**src/rtl/mpfc_map.svh**
```systemverilog
// register offsets, field positions, reset values and timing counts
`ifndef MPFC_MAP_SVH
`define MPFC_MAP_SVH
`define MPFC_CTRL_OFF 8'h00
`define MPFC_TYPE_OFF 8'h04
`define MPFC_HIGH_OFF 8'h08
`define MPFC_LOW_OFF 8'h0C
`define MPFC_TIMER_OFF 8'h10
`define MPFC_STAT_OFF 8'h14
`define MPFC_B_RXEN 0
`define MPFC_B_TXEN 1
`define MPFC_B_DISC 2
`define MPFC_B_PASS 3
`define MPFC_B_SWREQ 4
`define MPFC_B_RESUME 5
`define MPFC_B_EXT 6
`define MPFC_CTRL_W 7
`define MPFC_CTRL_RST 7'h00
`define MPFC_TYPE_RST 16'h8808
`define MPFC_HIGH_RST 16'h0000
`define MPFC_LOW_RST 16'h0000
`define MPFC_TIMER_RST 16'h0000
`define MPFC_CTL_MCAST 48'h0180C2000001
`define MPFC_PAUSE_OP 16'h0001
`define MPFC_CLK_NS 20
`define MPFC_SLOT_NS 512
`define MPFC_SLOT_CYC ((`MPFC_SLOT_NS + `MPFC_CLK_NS - 1) / `MPFC_CLK_NS)
`endif

```
**src/rtl/mpfc_pkg.sv**
```systemverilog
// types shared by the flow-control block
package mpfc_pkg;
  typedef enum logic [1:0] {
    MPFC_IDLE = 2'b01,
    MPFC_SEND = 2'b10
  } mpfc_state_t;
endpackage : mpfc_pkg

```
**src/rtl/mpfc_rx_classify.sv**
```systemverilog
// receive-side classification of pause and mac control frames
`timescale 1ns/10ps
`include "mpfc_map.svh"
module mpfc_rx_classify import mpfc_pkg::*; (
  input wire logic [47:0] rx_da,
  input wire logic [15:0] rx_type,
  input wire logic [15:0] rx_opcode,
  input wire logic rx_frame_ok,
  input wire logic [47:0] station_addr,
  input wire logic [15:0] flow_type_value,
  input wire logic std_filter_pass,
  input wire logic rx_pause_honor_enable,
  input wire logic discard_pause_bit,
  input wire logic pass_control_frames_bit,
  output logic is_pause,
  output logic deliver
);
  logic to_station;
  logic to_mcast;
  logic is_ctl;
  logic pause_raw;

  assign to_station = (rx_da == station_addr);
  assign to_mcast = (rx_da == `MPFC_CTL_MCAST);
  assign is_ctl = rx_frame_ok && (rx_type == flow_type_value) // RQ23
                  && (to_station || to_mcast);
  assign pause_raw = is_ctl && (rx_opcode == `MPFC_PAUSE_OP);
  assign is_pause = pause_raw && rx_pause_honor_enable;

  always_comb begin
    deliver = std_filter_pass;
    if (!rx_pause_honor_enable) begin
      deliver = std_filter_pass; // RQ1
    end else if (pause_raw) begin
      // multicast-addressed pause is left to the standard filters
      if (to_station && !to_mcast && discard_pause_bit) begin
        deliver = 1'b0; // RQ2
      end else begin
        deliver = std_filter_pass; // RQ3
      end
    end else if (is_ctl) begin
      deliver = std_filter_pass || pass_control_frames_bit; // RQ5 RQ6
    end
  end
endmodule : mpfc_rx_classify

```
**src/rtl/mpfc_top.sv**
```systemverilog
// flow-control engine: apb registers, pause filtering and generation
`timescale 1ns/10ps
`include "mpfc_map.svh"
// Overview of operation
// [RQ1] receive handling off: frames filtered normally
// [RQ2] discard bit drops station-addressed pause frames
// [RQ3] multicast pause frames follow standard filtering
// [RQ4] discard bit never affects pause timer
// [RQ5] pass bit delivers non-pause control frames
// [RQ6] pass result ORed with standard filters
// [RQ7] transmit enable mirrored as config bit 8; the code mirrors it as status bit 7 and asymmetric_pause_direction
// [RQ8] xoff only when negotiation permits it
// [RQ9] reaching high threshold sends programmed pause
// [RQ10] falling to low mark sends xon
// [RQ11] overflow after xoff sends one more
// [RQ12] software enables transmission only full duplex
// [RQ13] software request sends a pause frame
// [RQ14] software request bit self-clears when sent
// [RQ15] software pause ignores enable and negotiation
// [RQ16] software zeroes timer for xon request
// [RQ17] external pins trigger xoff and xon
// [RQ18] one xoff per external xoff assertion
// [RQ19] xon pin after xoff release sends xon
// [RQ20] xon pulse needed before next xoff
// [RQ21] above-high and under-low status outputs
// [RQ22] external triggers also need transmit enable
// [RQ23] control frame needs programmed type match
// [RQ24] pause times counted in 512 ns slots; the code counts slots of 26 cycles of 20 ns, 520 ns
// [RQ25] pause inserted only at frame boundary
module mpfc_top import mpfc_pkg::*; #(
  parameter int LEVEL_W = 13
) (
  input wire logic pclk,
  input wire logic presetn,
  input wire logic psel,
  input wire logic penable,
  input wire logic pwrite,
  input wire logic [7:0] paddr,
  input wire logic [31:0] pwdata,
  output logic [31:0] prdata,
  output logic pready,
  output logic pslverr,
  input wire logic [47:0] station_addr,
  input wire logic std_filter_pass,
  input wire logic rx_hdr_valid,
  input wire logic [47:0] rx_da,
  input wire logic [15:0] rx_type,
  input wire logic [15:0] rx_opcode,
  input wire logic [15:0] rx_quanta,
  input wire logic rx_frame_ok,
  output logic rx_deliver_valid,
  output logic rx_deliver,
  output logic tx_paused,
  input wire logic [LEVEL_W-1:0] fifo_level,
  input wire logic fifo_overflow,
  input wire logic an_pause_resolved,
  input wire logic ext_xoff_in,
  input wire logic external_resume_input,
  input wire logic tx_frame_active,
  output logic tx_pause_req,
  output logic [15:0] tx_pause_time,
  input wire logic tx_pause_done,
  output logic above_high_mark_out,
  output logic under_low_mark_out,
  output logic asymmetric_pause_direction
);
  // ==========================================================
  // parameter check
  if (LEVEL_W < 1 || LEVEL_W > 16) begin : g_bad_width
    $error("LEVEL_W must lie between 1 and 16");
  end

  localparam int SLOT_CYC = `MPFC_SLOT_CYC;

  function automatic logic hit(input logic [7:0] a,
                               input logic [7:0] off);
    hit = (a == off);
  endfunction : hit

  // ==========================================================
  // apb register file
  logic [`MPFC_CTRL_W-1:0] ctrl_reg;
  logic [15:0] flow_type_value;
  logic [LEVEL_W-1:0] rx_high_threshold;
  logic [LEVEL_W-1:0] rx_low_threshold;
  logic [15:0] tx_pause_timer_value;
  logic [31:0] prdata_reg;
  logic [31:0] prdata_next;
  logic [31:0] status_word;
  logic wr_en;
  logic setup;
  logic mapped;
  logic rx_pause_honor_enable;
  logic tx_pause_enable;
  logic discard_pause_bit;
  logic pass_control_frames_bit;
  logic software_pause_request;
  logic resume_frame_enable;
  logic external_flow_enable;
  mpfc_state_t state_reg;
  logic cur_sw_reg;
  logic cur_xon_reg;
  logic sw_done;
  logic xoff_sent_reg;
  logic extra_sent_reg;
  logic ext_armed_reg;
  logic ext_xon_wait_reg;

  assign rx_pause_honor_enable = ctrl_reg[`MPFC_B_RXEN];
  assign tx_pause_enable = ctrl_reg[`MPFC_B_TXEN];
  assign discard_pause_bit = ctrl_reg[`MPFC_B_DISC];
  assign pass_control_frames_bit = ctrl_reg[`MPFC_B_PASS];
  assign software_pause_request = ctrl_reg[`MPFC_B_SWREQ];
  assign resume_frame_enable = ctrl_reg[`MPFC_B_RESUME];
  assign external_flow_enable = ctrl_reg[`MPFC_B_EXT];
  assign asymmetric_pause_direction = tx_pause_enable; // RQ7

  assign mapped = hit(paddr, `MPFC_CTRL_OFF) || hit(paddr, `MPFC_TYPE_OFF)
               || hit(paddr, `MPFC_HIGH_OFF) || hit(paddr, `MPFC_LOW_OFF)
               || hit(paddr, `MPFC_TIMER_OFF) || hit(paddr, `MPFC_STAT_OFF);
  assign setup = psel && !penable;
  assign wr_en = psel && penable && pwrite && mapped;
  assign pready = 1'b1;
  assign pslverr = psel && penable && !mapped;
  assign prdata = prdata_reg;
  assign sw_done = (state_reg == MPFC_SEND) && tx_pause_done && cur_sw_reg;

  assign status_word = {24'h000000, asymmetric_pause_direction,
                        ext_armed_reg, (state_reg == MPFC_SEND),
                        tx_paused, extra_sent_reg, xoff_sent_reg,
                        under_low_mark_out, above_high_mark_out};

  always_comb begin
    prdata_next = 32'h00000000;
    if (hit(paddr, `MPFC_CTRL_OFF)) begin
      prdata_next[`MPFC_CTRL_W-1:0] = ctrl_reg;
    end else if (hit(paddr, `MPFC_TYPE_OFF)) begin
      prdata_next[15:0] = flow_type_value;
    end else if (hit(paddr, `MPFC_HIGH_OFF)) begin
      prdata_next[LEVEL_W-1:0] = rx_high_threshold;
    end else if (hit(paddr, `MPFC_LOW_OFF)) begin
      prdata_next[LEVEL_W-1:0] = rx_low_threshold;
    end else if (hit(paddr, `MPFC_TIMER_OFF)) begin
      prdata_next[15:0] = tx_pause_timer_value;
    end else if (hit(paddr, `MPFC_STAT_OFF)) begin
      prdata_next = status_word;
    end
  end

  // read data captured in setup so it comes from a flop in access
  always_ff @(posedge pclk or negedge presetn) begin
    if (!presetn) begin
      prdata_reg <= 32'h00000000;
    end else if (setup && !pwrite) begin
      prdata_reg <= prdata_next;
    end
  end

  always_ff @(posedge pclk or negedge presetn) begin
    if (!presetn) begin
      ctrl_reg <= `MPFC_CTRL_RST;
    end else begin
      if (wr_en && hit(paddr, `MPFC_CTRL_OFF)) begin
        ctrl_reg <= pwdata[`MPFC_CTRL_W-1:0];
        // a new request written in the finishing cycle survives
        if (sw_done && !pwdata[`MPFC_B_SWREQ]) begin
          ctrl_reg[`MPFC_B_SWREQ] <= 1'b0;
        end
      end else if (sw_done) begin
        ctrl_reg[`MPFC_B_SWREQ] <= 1'b0; // RQ14
      end
    end
  end

  always_ff @(posedge pclk or negedge presetn) begin
    if (!presetn) begin
      flow_type_value <= `MPFC_TYPE_RST;
      rx_high_threshold <= LEVEL_W'(`MPFC_HIGH_RST);
      rx_low_threshold <= LEVEL_W'(`MPFC_LOW_RST);
      tx_pause_timer_value <= `MPFC_TIMER_RST;
    end else if (wr_en) begin
      if (hit(paddr, `MPFC_TYPE_OFF)) begin
        flow_type_value <= pwdata[15:0];
      end else if (hit(paddr, `MPFC_HIGH_OFF)) begin
        rx_high_threshold <= pwdata[LEVEL_W-1:0];
      end else if (hit(paddr, `MPFC_LOW_OFF)) begin
        rx_low_threshold <= pwdata[LEVEL_W-1:0];
      end else if (hit(paddr, `MPFC_TIMER_OFF)) begin
        tx_pause_timer_value <= pwdata[15:0];
      end
    end
  end

  // ==========================================================
  // receive filtering and pause timer
  logic cls_pause;
  logic cls_deliver;
  logic [15:0] pause_cnt_reg;
  logic [4:0] slot_cnt_reg;

  mpfc_rx_classify u_cls (
    .rx_da(rx_da),
    .rx_type(rx_type),
    .rx_opcode(rx_opcode),
    .rx_frame_ok(rx_frame_ok),
    .station_addr(station_addr),
    .flow_type_value(flow_type_value),
    .std_filter_pass(std_filter_pass),
    .rx_pause_honor_enable(rx_pause_honor_enable),
    .discard_pause_bit(discard_pause_bit),
    .pass_control_frames_bit(pass_control_frames_bit),
    .is_pause(cls_pause),
    .deliver(cls_deliver)
  );

  always_ff @(posedge pclk or negedge presetn) begin
    if (!presetn) begin
      rx_deliver_valid <= 1'b0;
      rx_deliver <= 1'b0;
    end else begin
      rx_deliver_valid <= rx_hdr_valid;
      if (rx_hdr_valid) begin
        rx_deliver <= cls_deliver;
      end
    end
  end

  // timer is loaded whatever the discard bit says
  always_ff @(posedge pclk or negedge presetn) begin
    if (!presetn) begin
      pause_cnt_reg <= 16'h0000;
      slot_cnt_reg <= 5'h00;
    end else if (rx_hdr_valid && cls_pause) begin
      pause_cnt_reg <= rx_quanta; // RQ4
      slot_cnt_reg <= 5'h00;
    end else if (pause_cnt_reg != 16'h0000) begin
      if (slot_cnt_reg == 5'(SLOT_CYC - 1)) begin
        slot_cnt_reg <= 5'h00;
        pause_cnt_reg <= pause_cnt_reg - 16'h0001; // RQ24
      end else begin
        slot_cnt_reg <= slot_cnt_reg + 5'h01;
      end
    end
  end
  assign tx_paused = (pause_cnt_reg != 16'h0000);

  // ==========================================================
  // threshold watch and trigger sources
  logic tx_gate;
  logic ext_gate;
  logic reach;
  logic reach_q;
  logic at_low;
  logic xoff_pin_q;
  logic xon_pin_q;
  logic ev_hw_xoff;
  logic ev_ovf;
  logic ev_hw_xon;
  logic ev_ext_xoff;
  logic ev_ext_xon;
  logic pend_xoff_reg;
  logic pend_xon_reg;
  logic take;

  assign tx_gate = tx_pause_enable && an_pause_resolved; // RQ8
  assign ext_gate = external_flow_enable && tx_gate; // RQ17 RQ22
  assign reach = (fifo_level >= rx_high_threshold);
  assign at_low = (fifo_level <= rx_low_threshold);
  assign ev_hw_xoff = tx_gate && reach && !reach_q
                      && !xoff_sent_reg; // RQ9
  assign ev_ovf = tx_gate && fifo_overflow && xoff_sent_reg
                  && !extra_sent_reg; // RQ11
  assign ev_hw_xon = xoff_sent_reg && at_low && !reach;
  assign ev_ext_xoff = ext_gate && ext_xoff_in && !xoff_pin_q
                       && ext_armed_reg; // RQ18
  assign ev_ext_xon = ext_gate && external_resume_input && !xon_pin_q
                      && !ext_xoff_in && ext_xon_wait_reg; // RQ19

  always_ff @(posedge pclk or negedge presetn) begin
    if (!presetn) begin
      above_high_mark_out <= 1'b0;
      under_low_mark_out <= 1'b0;
      reach_q <= 1'b0;
      xoff_pin_q <= 1'b0;
      xon_pin_q <= 1'b0;
    end else begin
      above_high_mark_out <= (fifo_level > rx_high_threshold); // RQ21
      under_low_mark_out <= (fifo_level < rx_low_threshold); // RQ21
      reach_q <= reach;
      xoff_pin_q <= ext_xoff_in;
      xon_pin_q <= external_resume_input;
    end
  end

  always_ff @(posedge pclk or negedge presetn) begin
    if (!presetn) begin
      xoff_sent_reg <= 1'b0;
      extra_sent_reg <= 1'b0;
    end else if (ev_hw_xoff) begin
      xoff_sent_reg <= 1'b1;
    end else if (ev_hw_xon) begin
      xoff_sent_reg <= 1'b0;
      extra_sent_reg <= 1'b0;
    end else if (ev_ovf) begin
      extra_sent_reg <= 1'b1; // RQ11
    end
  end

  // hysteresis: xon must rise and fall before the pin rearms
  always_ff @(posedge pclk or negedge presetn) begin
    if (!presetn) begin
      ext_armed_reg <= 1'b1;
      ext_xon_wait_reg <= 1'b0;
    end else if (ev_ext_xoff) begin
      ext_armed_reg <= 1'b0;
      ext_xon_wait_reg <= 1'b1;
    end else if (ev_ext_xon) begin
      ext_xon_wait_reg <= 1'b0;
    end else if (!ext_armed_reg && !ext_xon_wait_reg
                 && !external_resume_input && xon_pin_q) begin
      ext_armed_reg <= 1'b1; // RQ20
    end
  end

  // a newer xoff cancels a queued xon and the reverse
  always_ff @(posedge pclk or negedge presetn) begin
    if (!presetn) begin
      pend_xoff_reg <= 1'b0;
      pend_xon_reg <= 1'b0;
    end else if (ev_hw_xoff || ev_ovf || ev_ext_xoff) begin
      pend_xoff_reg <= 1'b1;
      pend_xon_reg <= 1'b0;
    end else if ((ev_hw_xon || ev_ext_xon) && resume_frame_enable) begin
      pend_xon_reg <= 1'b1; // RQ10
      pend_xoff_reg <= 1'b0;
    end else if (take) begin
      if (!software_pause_request && pend_xoff_reg) begin
        pend_xoff_reg <= 1'b0;
      end else if (!software_pause_request) begin
        pend_xon_reg <= 1'b0;
      end
    end
  end

  // ==========================================================
  // transmit request sequencer
  assign take = (state_reg == MPFC_IDLE) && !tx_frame_active
                && (software_pause_request || pend_xoff_reg
                    || pend_xon_reg); // RQ25
  assign tx_pause_req = (state_reg == MPFC_SEND);

  always_ff @(posedge pclk or negedge presetn) begin
    if (!presetn) begin
      state_reg <= MPFC_IDLE;
      cur_sw_reg <= 1'b0;
      cur_xon_reg <= 1'b0;
      tx_pause_time <= 16'h0000;
    end else begin
      case (state_reg)
        MPFC_IDLE: begin
          if (take) begin
            state_reg <= MPFC_SEND;
            // software request bypasses enable and negotiation
            cur_sw_reg <= software_pause_request; // RQ13 RQ15
            cur_xon_reg <= !software_pause_request && !pend_xoff_reg;
            if (!software_pause_request && !pend_xoff_reg) begin
              tx_pause_time <= 16'h0000; // RQ10
            end else begin
              tx_pause_time <= tx_pause_timer_value; // RQ9 RQ16
            end
          end
        end
        MPFC_SEND: begin
          if (tx_pause_done) begin
            state_reg <= MPFC_IDLE;
          end
        end
        default: state_reg <= MPFC_IDLE;
      endcase
    end
  end
endmodule : mpfc_top

```
**config.mk**
```make
export PLATFORM = sky130hd
export DESIGN_NAME = mpfc_top
export DESIGN_NICKNAME = d
export VERILOG_FILES = /design/src/rtl/mpfc_pkg.sv /design/src/rtl/mpfc_rx_classify.sv /design/src/rtl/mpfc_top.sv
export VERILOG_INCLUDE_DIRS = /design/src /design/src/rtl
export SDC_FILE = /design/constraint.sdc
export NUM_CORES = 1
export LEC_CHECK = 0
export ABC_AREA = 0
export ABC_CLOCK_PERIOD_IN_PS = 3290
export CORE_UTILIZATION = 40
export DETAILED_ROUTE_END_ITERATION = 12
export DONT_BUFFER_PORTS = 1
export GPL_TIMING_DRIVEN = 0
export HOLD_SLACK_MARGIN = 0.12
export PLACE_DENSITY = 0.57
export SETUP_SLACK_MARGIN = 0.1
export SYNTH_ARGS = -nofsm -noshare
export SYNTH_HDL_FRONTEND = slang
export SYNTH_SLANG_ARGS = --single-unit
```
**constraint.sdc**
```tcl
create_clock -name pclk -period 3.29 [get_ports pclk]
set_clock_uncertainty 0.15 [all_clocks]
set_input_delay 0 -clock pclk [delete_from_list [all_inputs] [get_ports pclk]]
set_output_delay 0 -clock pclk [all_outputs]
set_load 0.02 [all_outputs]
```
Yosys cells after proc, flatten, opt, wreduce, memory -nomap -nowiden:

Index checks and enable logic that the tools add are counted.
W data, S select, Z words.

* bits in registers: 150
* output and inout bits: 57

* add/subtract/negate cells: 2
* magnitude comparators: 4
* equal/unequal tests: 17
* mux-type cells: 51
* bitwise operators: 4
* reduce and logical (&&, ||, !) cells: 94

Operators by type and width (count)
* $mux W32: 5
* $mux W16: 8
* $eq A48 B41 Y1 const B: 1
* $eq A48 B48 Y1: 1
* $logic_and A1 B1 Y1: 42
* $mux W19: 2
* $mux W13: 2
* $mux W1: 25
* $mux W25: 1
* $logic_not A1 Y1: 18
* $eq A16 B1 Y1 const B: 1
* $eq A16 B16 Y1: 1
* $eq A8 B4 Y1 const B: 2
* $eq A8 B5 Y1 const B: 2
* $reduce_bool A16 Y1: 1
* $sub A16 B1 Y16 const B: 1
* $mux W5: 3
* $reduce_and A2 Y1: 7
* $reduce_bool A2 Y1: 7
* $ge A13 B13 Y1: 1
* $gt A13 B13 Y1: 1
* $le A13 B13 Y1: 1
* $lt A13 B13 Y1: 1
* $logic_or A1 B1 Y1: 12
* other kinds (19): 26

Longest topological paths before layout:

* depth in word-level cells: 12
* mapped depth: 9
* depth with buffers taken out: 8

Cells and area by module:

Synthesis repeated with hierarchy kept, for this count alone.

* cells, all modules: 754
* area, all modules: 7770.0 um^2

By module, submodules not included
* mpfc_top: times used 1, cells an instance 636, area an instance 6857.8 um^2, seq. area each 3359.5 um^2
* mpfc_rx_classify: times used 1, cells an instance 118, area an instance 912.1 um^2, seq. area each 0.0 um^2

Least setup slack after synthesis:

Ideal clock, no wire load.

* path kind: register to register
* from: reg pause_cnt_reg[7]
* to: reg pause_cnt_reg[12]
* library setup time: 0.125 ns
* data arrival time: 2.111 ns
* setup slack: 0.904 ns
* cell stages (with the launch flop): 10
* cell sequence: dfrtp_1 -> or4_1 -> clkbuf_1 -> nor3_1 -> and4b_1 -> buf_4 -> buf_6 -> nor3_1 -> xor2_1 -> mux2_2

* longest elaborated chain between the ends: 4
* elaborated cells on any way between the ends: 7
* classes of those cells: 1 x add/sub; 3 x mux; 3 x reduce/logical

Ends and longest elaborated chain
* start: declaration: line mpfc_top.sv:198 `logic [15:0] pause_cnt_reg;`
* start signal: assignment: line mpfc_top.sv:234 `pause_cnt_reg <= rx_quanta;`
* start signal: assignment: line mpfc_top.sv:239 `pause_cnt_reg <= pause_cnt_reg - 16'h0001;`
* $sub A16 B1 Y16: line mpfc_top.sv:239
* $mux W16: line mpfc_top.sv:237 `if (slot_cnt_reg == 5'(SLOT_CYC - 1)) begin`
* $mux W16: line mpfc_top.sv:236 `end else if (pause_cnt_reg != 16'h0000) begin`
* $mux W16: line mpfc_top.sv:233 `end else if (rx_hdr_valid && cls_pause) begin`

Parallel ways exist; a longest one is shown, timed or not. The select of a mux whose other input is x is not followed.
A chain may end at the register's enable or synchronous reset.

Worst setup path in the final report:

* from: in paddr[6]
* to: reg rx_high_threshold[2]

* longest elaborated chain between the ends: 8
* elaborated cells on any way between the ends: 14
* classes of those cells: 5 x eq/ne; 1 x bitwise; 8 x reduce/logical

Ends and longest elaborated chain
* start: declaration: line mpfc_top.sv:38 `input wire logic [7:0] paddr,`
* $eq A8 B3 Y1 or $logic_not A8 Y1 (tied branches): line mpfc_top.sv:77 `hit = (a == off);`
* $logic_or A1 B1 Y1 (5 in series): line mpfc_top.sv:118 `` assign mapped = hit(paddr, `MPFC_CTRL_OFF) || hit(paddr, `MPFC_TYPE_OFF) ``
* $logic_and A1 B1 Y1: line mpfc_top.sv:122 `assign wr_en = psel && penable && pwrite && mapped;`
* $reduce_and A3 Y1 (no line) (*)
* end signal: assignment: line mpfc_top.sv:178 `` rx_high_threshold <= LEVEL_W'(`MPFC_HIGH_RST); ``
* end signal: assignment: line mpfc_top.sv:185 `rx_high_threshold <= pwdata[LEVEL_W-1:0];`
* end: declaration: line mpfc_top.sv:84 `logic [LEVEL_W-1:0] rx_high_threshold;`

Every way passes the cells marked *; elsewhere a longest branch is shown, timed or not.

==> impl_metrics.prom <==
# TYPE chip_impl_metric gauge
chip_impl_info{name="outcome",value="finished with violations"} 1
chip_impl_info{name="violations_in_the_final_reports",value="negative hold slack"} 1
chip_impl_metric{name="yosys_warnings",unit=""} 0
chip_impl_metric{name="worst_skew_pair.late_latency",unit="ns"} 0.42
chip_impl_info{name="synth_area_leader_cell",value="dfrtp_1"} 1
chip_impl_info{name="crit_path_cell_trace",value="dlygate4sd3_1 -> or2_4 -> a211oi_4 -> dlygate4sd3_1 -> nand2b_4 -> nor2_4 -> buf_6 -> mux2_1 -> dlygate4sd3_1"} 1
chip_impl_metric{name="ios",unit=""} 268
chip_impl_metric{name="number_of_flops_mapped_to_enable_cells_by_yosys",unit=""} 0
chip_impl_metric{name="hold_slack",unit="ns"} -0.879
chip_impl_info{name="dominantRegCellSynth",value="dfrtp_1"} 1
chip_impl_metric{name="synth_async_sr_flop_share",unit="%"} 100
chip_impl_metric{name="detail_route.wirelength",unit="mm"} 25.5
chip_impl_metric{name="total_of_fill_cells_in_the_finished_design",unit=""} 1713
chip_impl_metric{name="timing.setup.tns",unit="ns"} 0
chip_impl_metric{name="setup_slack",unit="ns"} 0.237
chip_impl_metric{name="area_delta_synth_final",unit="%"} 24.3
chip_impl_metric{name="avgViaCountPerCell",unit=""} 5.58
chip_impl_metric{name="grt_max_degree",unit=""} 135
chip_impl_info{name="most-common-layout-cells",value="dfrtp_1, dlygate4sd3_1, xor2_1"} 1
chip_impl_metric{name="clock_tree.buffer_depth",unit=""} 2
chip_impl_metric{name="syn-instance-count",unit=""} 720
chip_impl_metric{name="area_taken_by_multi_input_logic_gates",unit="um2"} 4110
chip_impl_metric{name="global_route.overflow_total",unit=""} 0
chip_impl_metric{name="detail_route.iter0.violations",unit=""} 362
chip_impl_metric{name="drtPass1Iterations",unit=""} 7
chip_impl_metric{name="timing.critical_path.required",unit="ns"} 3.44
chip_impl_info{name="grt_setup_unrepaired",value="false"} 1
chip_impl_metric{name="cts-htree-levels",unit=""} 4
chip_impl_metric{name="power_leakage",unit="nW"} 4.55
chip_impl_metric{name="slowest_delay",unit="ns"} 0.72
chip_impl_metric{name="clk_pin_slew",unit="ns"} 0.06
chip_impl_metric{name="wire_length_of_the_first_global_routing_pass",unit="mm"} 38.2
chip_impl_metric{name="vdd_ir_max",unit="mV"} 0.394
chip_impl_metric{name="grtUsageTotal",unit="%"} 26.1
chip_impl_metric{name="dp.final_hpwl",unit="mm"} 19.6
chip_impl_info{name="critical_path_class",value="in2reg"} 1
chip_impl_info{name="layout.cells.most_common",value="dfrtp_1"} 1
chip_impl_info{name="cts_root_buffer",value="clkbuf_16"} 1
chip_impl_metric{name="cts_sinks",unit=""} 134
chip_impl_info{name="worst_setup_path_end_kind",value="register"} 1
chip_impl_metric{name="vias_in_the_first_global_route",unit=""} 6506
chip_impl_metric{name="netlist.area_leader.share",unit="%"} 41.5
chip_impl_metric{name="finalSetupViolCount",unit=""} 0
chip_impl_metric{name="drc",unit=""} 0
chip_impl_metric{name="report.final.slew_viol_count",unit=""} 0
chip_impl_metric{name="die_y",unit="um"} 141
chip_impl_metric{name="max_freq",unit="GHz"} 0.328
chip_impl_metric{name="avgRoutedWirePerCell",unit="um"} 23.0
chip_impl_metric{name="port_buffers",unit=""} 0
chip_impl_metric{name="vias",unit=""} 6201
chip_impl_metric{name="timing.final.crit_share",unit="%"} 92.8
chip_impl_metric{name="finalHoldViolations",unit=""} 134
chip_impl_metric{name="antenna_violations_before_repair",unit=""} 1
chip_impl_metric{name="pre_cts_slack",unit="ns"} 0.335
chip_impl_metric{name="finalWeightedCongestion",unit=""} 0.941
chip_impl_metric{name="layout-drive-gt1-share",unit="%"} 18.0
chip_impl_metric{name="worst_slew_margin_rel",unit="%"} 20.0
chip_impl_metric{name="maxCapViolations",unit=""} 0
chip_impl_metric{name="share_of_synthesized_area_occupied_by_flip_flops_and_latches",unit="%"} 43.2
chip_impl_info{name="min_delay_path_class",value="in2async"} 1
chip_impl_metric{name="num_rows",unit=""} 50
chip_impl_info{name="worst_path_most_repeated_cell",value="dlygate4sd3_1"} 1
chip_impl_metric{name="cts_inserted_buffers",unit=""} 17
chip_impl_metric{name="synthesis.area_per_instance",unit="um2"} 10.8
chip_impl_metric{name="layout.nets",unit=""} 1078
chip_impl_metric{name="floorplan.die_area",unit="um2"} 20000
chip_impl_metric{name="power-per-cell-area",unit="nW/um2"} 413
chip_impl_info{name="clock_tree_from_tritoncts",value="built"} 1
chip_impl_metric{name="crit_arrival",unit="ns"} 3.20
chip_impl_metric{name="cts_hold_buf",unit=""} 84
chip_impl_metric{name="drt.antenna.violating_nets",unit=""} 0
chip_impl_metric{name="number_of_different_library_cells_in_the_post_synthesis_netlist",unit=""} 64
chip_impl_metric{name="die-width",unit="um"} 141
chip_impl_metric{name="synth.cell_area",unit="um2"} 7780
chip_impl_metric{name="ff_latch_area",unit="um2"} 3360
chip_impl_metric{name="worst_slew_pin_slew",unit="ns"} 1.18
chip_impl_metric{name="cp_max_fo",unit=""} 10
chip_impl_info{name="synth.top_cells.by_area",value="dfrtp_1, mux2_2, xor2_1, ha_1, nor4_1"} 1
chip_impl_metric{name="period_minus_slack",unit="ns"} 3.05
chip_impl_info{name="critical_path.slowest_cell",value="dlygate4sd3_1"} 1
chip_impl_metric{name="floorplan.initialDensity",unit="%"} 41.2
chip_impl_metric{name="synth_seq_cells",unit=""} 134
chip_impl_info{name="worstSetupStartpointType",value="input pin"} 1
chip_impl_metric{name="rrSetupSlack",unit="ns"} 0.25
chip_impl_metric{name="core_area",unit="um2"} 18900
[what timing repair did]
action / in CTS / in global routing
buffers inserted: 0 / 0
endpoints found under the hold margin: 251 / 134
endpoints found under the setup margin: 0 / 2
gates resized for setup: 0 / 7
[through the flow]
| step | util, % | total power [mW] | std cells | instance area (um2) |
|---|---|---|---|---|
| global placement | 43.2 | 1.89 | 995 | 8160 |
| global route | 51.2 | 4.14 | 1111 | 9670 |
| detailed placement | 43.2 | 1.90 | 995 | 8170 |
| CTS | 51.0 | 4.03 | 1111 | 9640 |
| finish | 51.2 | 4.00 | 1112 | 9670 |
| floorplan | - | 1.86 | 735 | 7840 |
[area by class of cell]
cell class / instances / share of cell area (%)
multi-input combinational: 525 / 42.5
sequential: 134 / 34.7
timing repair buffer: 84 / 8.69
clock buffer: 20 / 4.72
tap: 260 / 3.36
buffer: 37 / 2.61
clock inverter: 12 / 1.80
inverter: 39 / 1.51
antenna: 1 / 0.0259
[worst max-delay path: cells and delay by family]
kind	cells	cell delay, ns
buffers and inverters	4	2.10
multiplexers	1	0.33
AO/OA/AOI/OAI	1	0.22
AND/OR/NAND/NOR	3	0.56
[synthesized netlist by cell type, types with 2 or more instances]
cell      instances
a211oi_1          3
a21boi_0          3
a21o_1            3
a21oi_1          17
a221oi_1         10
a22o_1           16
a22oi_1           6
and2_1            5
and3_1            4
and4b_1           3
buf_2             2
buf_4            19
buf_6             3
clkbuf_1         11
conb_1            2
dfrtp_1         129
dfstp_2           5
ha_1             29
inv_1            39
mux2_1            3
mux2_2           66
mux2_4           10
mux2i_1          17
nand2_1          40
nand2b_1          3
nand3_1          14
nand4_1          13
nor2_1           37
nor2b_1           3
nor3_1           16
nor3b_1           3
nor4_1           30
nor4b_1           7
o21ai_0          22
o221ai_1          5
o22ai_1           4
o31ai_1           9
or3_1             5
or4_1             3
xnor2_1           3
xor2_1           75
[path summary, 6_finish.rpt]
| check | startpoint | endpoint | cells past startpoint |
|---|---|---|---|
| max in group asynchronous | presetn | flow_type_value[11] | 0 |
| min reg2reg | cur_sw_reg | cur_sw_reg | 2 |
| max | paddr[6] | rx_high_threshold[2] | 9 |
| max reg2reg | pause_cnt_reg[7] | pause_cnt_reg[13] | 8 |
| min | presetn | slot_cnt_reg[3] | 0 |
| min in group pclk | rx_quanta[10] | pause_cnt_reg[10] | 2 |
[cell families (layout without fill, tap and decap cells)]
family / after synthesis / count (layout) / share of synthesized area, %
flops: 134 / 134 / 43.2
simple gates: 198 / 198 / 14.3
mux: 96 / 96 / 14.1
other cells: 2 / 18 / 0.0965
compound gates: 107 / 107 / 9.77
fa+ha+maj: 29 / 29 / 4.66
buf+inv: 76 / 192 / 5.11
xor+xnor: 78 / 78 / 8.78
[metal layers]
metal  part of all wire, %  track usage [%]  vias to the layer above
met1                    38             28.3                     3039
li1                      -                -                     2836
met5                     0                0                        -
met3                   6.8             7.36                       53
met4                   3.5             10.9                        0
met2                    52             47.6                      273
[where the power goes]
part / internal (mW) / switching, mW / leakage [nW]
sequential: 1.66 / 0.0237 / 1.81
combinational: 0.144 / 0.133 / 2.43
clock: 1.31 / 0.725 / 0.311
No activity file was read; power rests on OpenSTA's default activity.
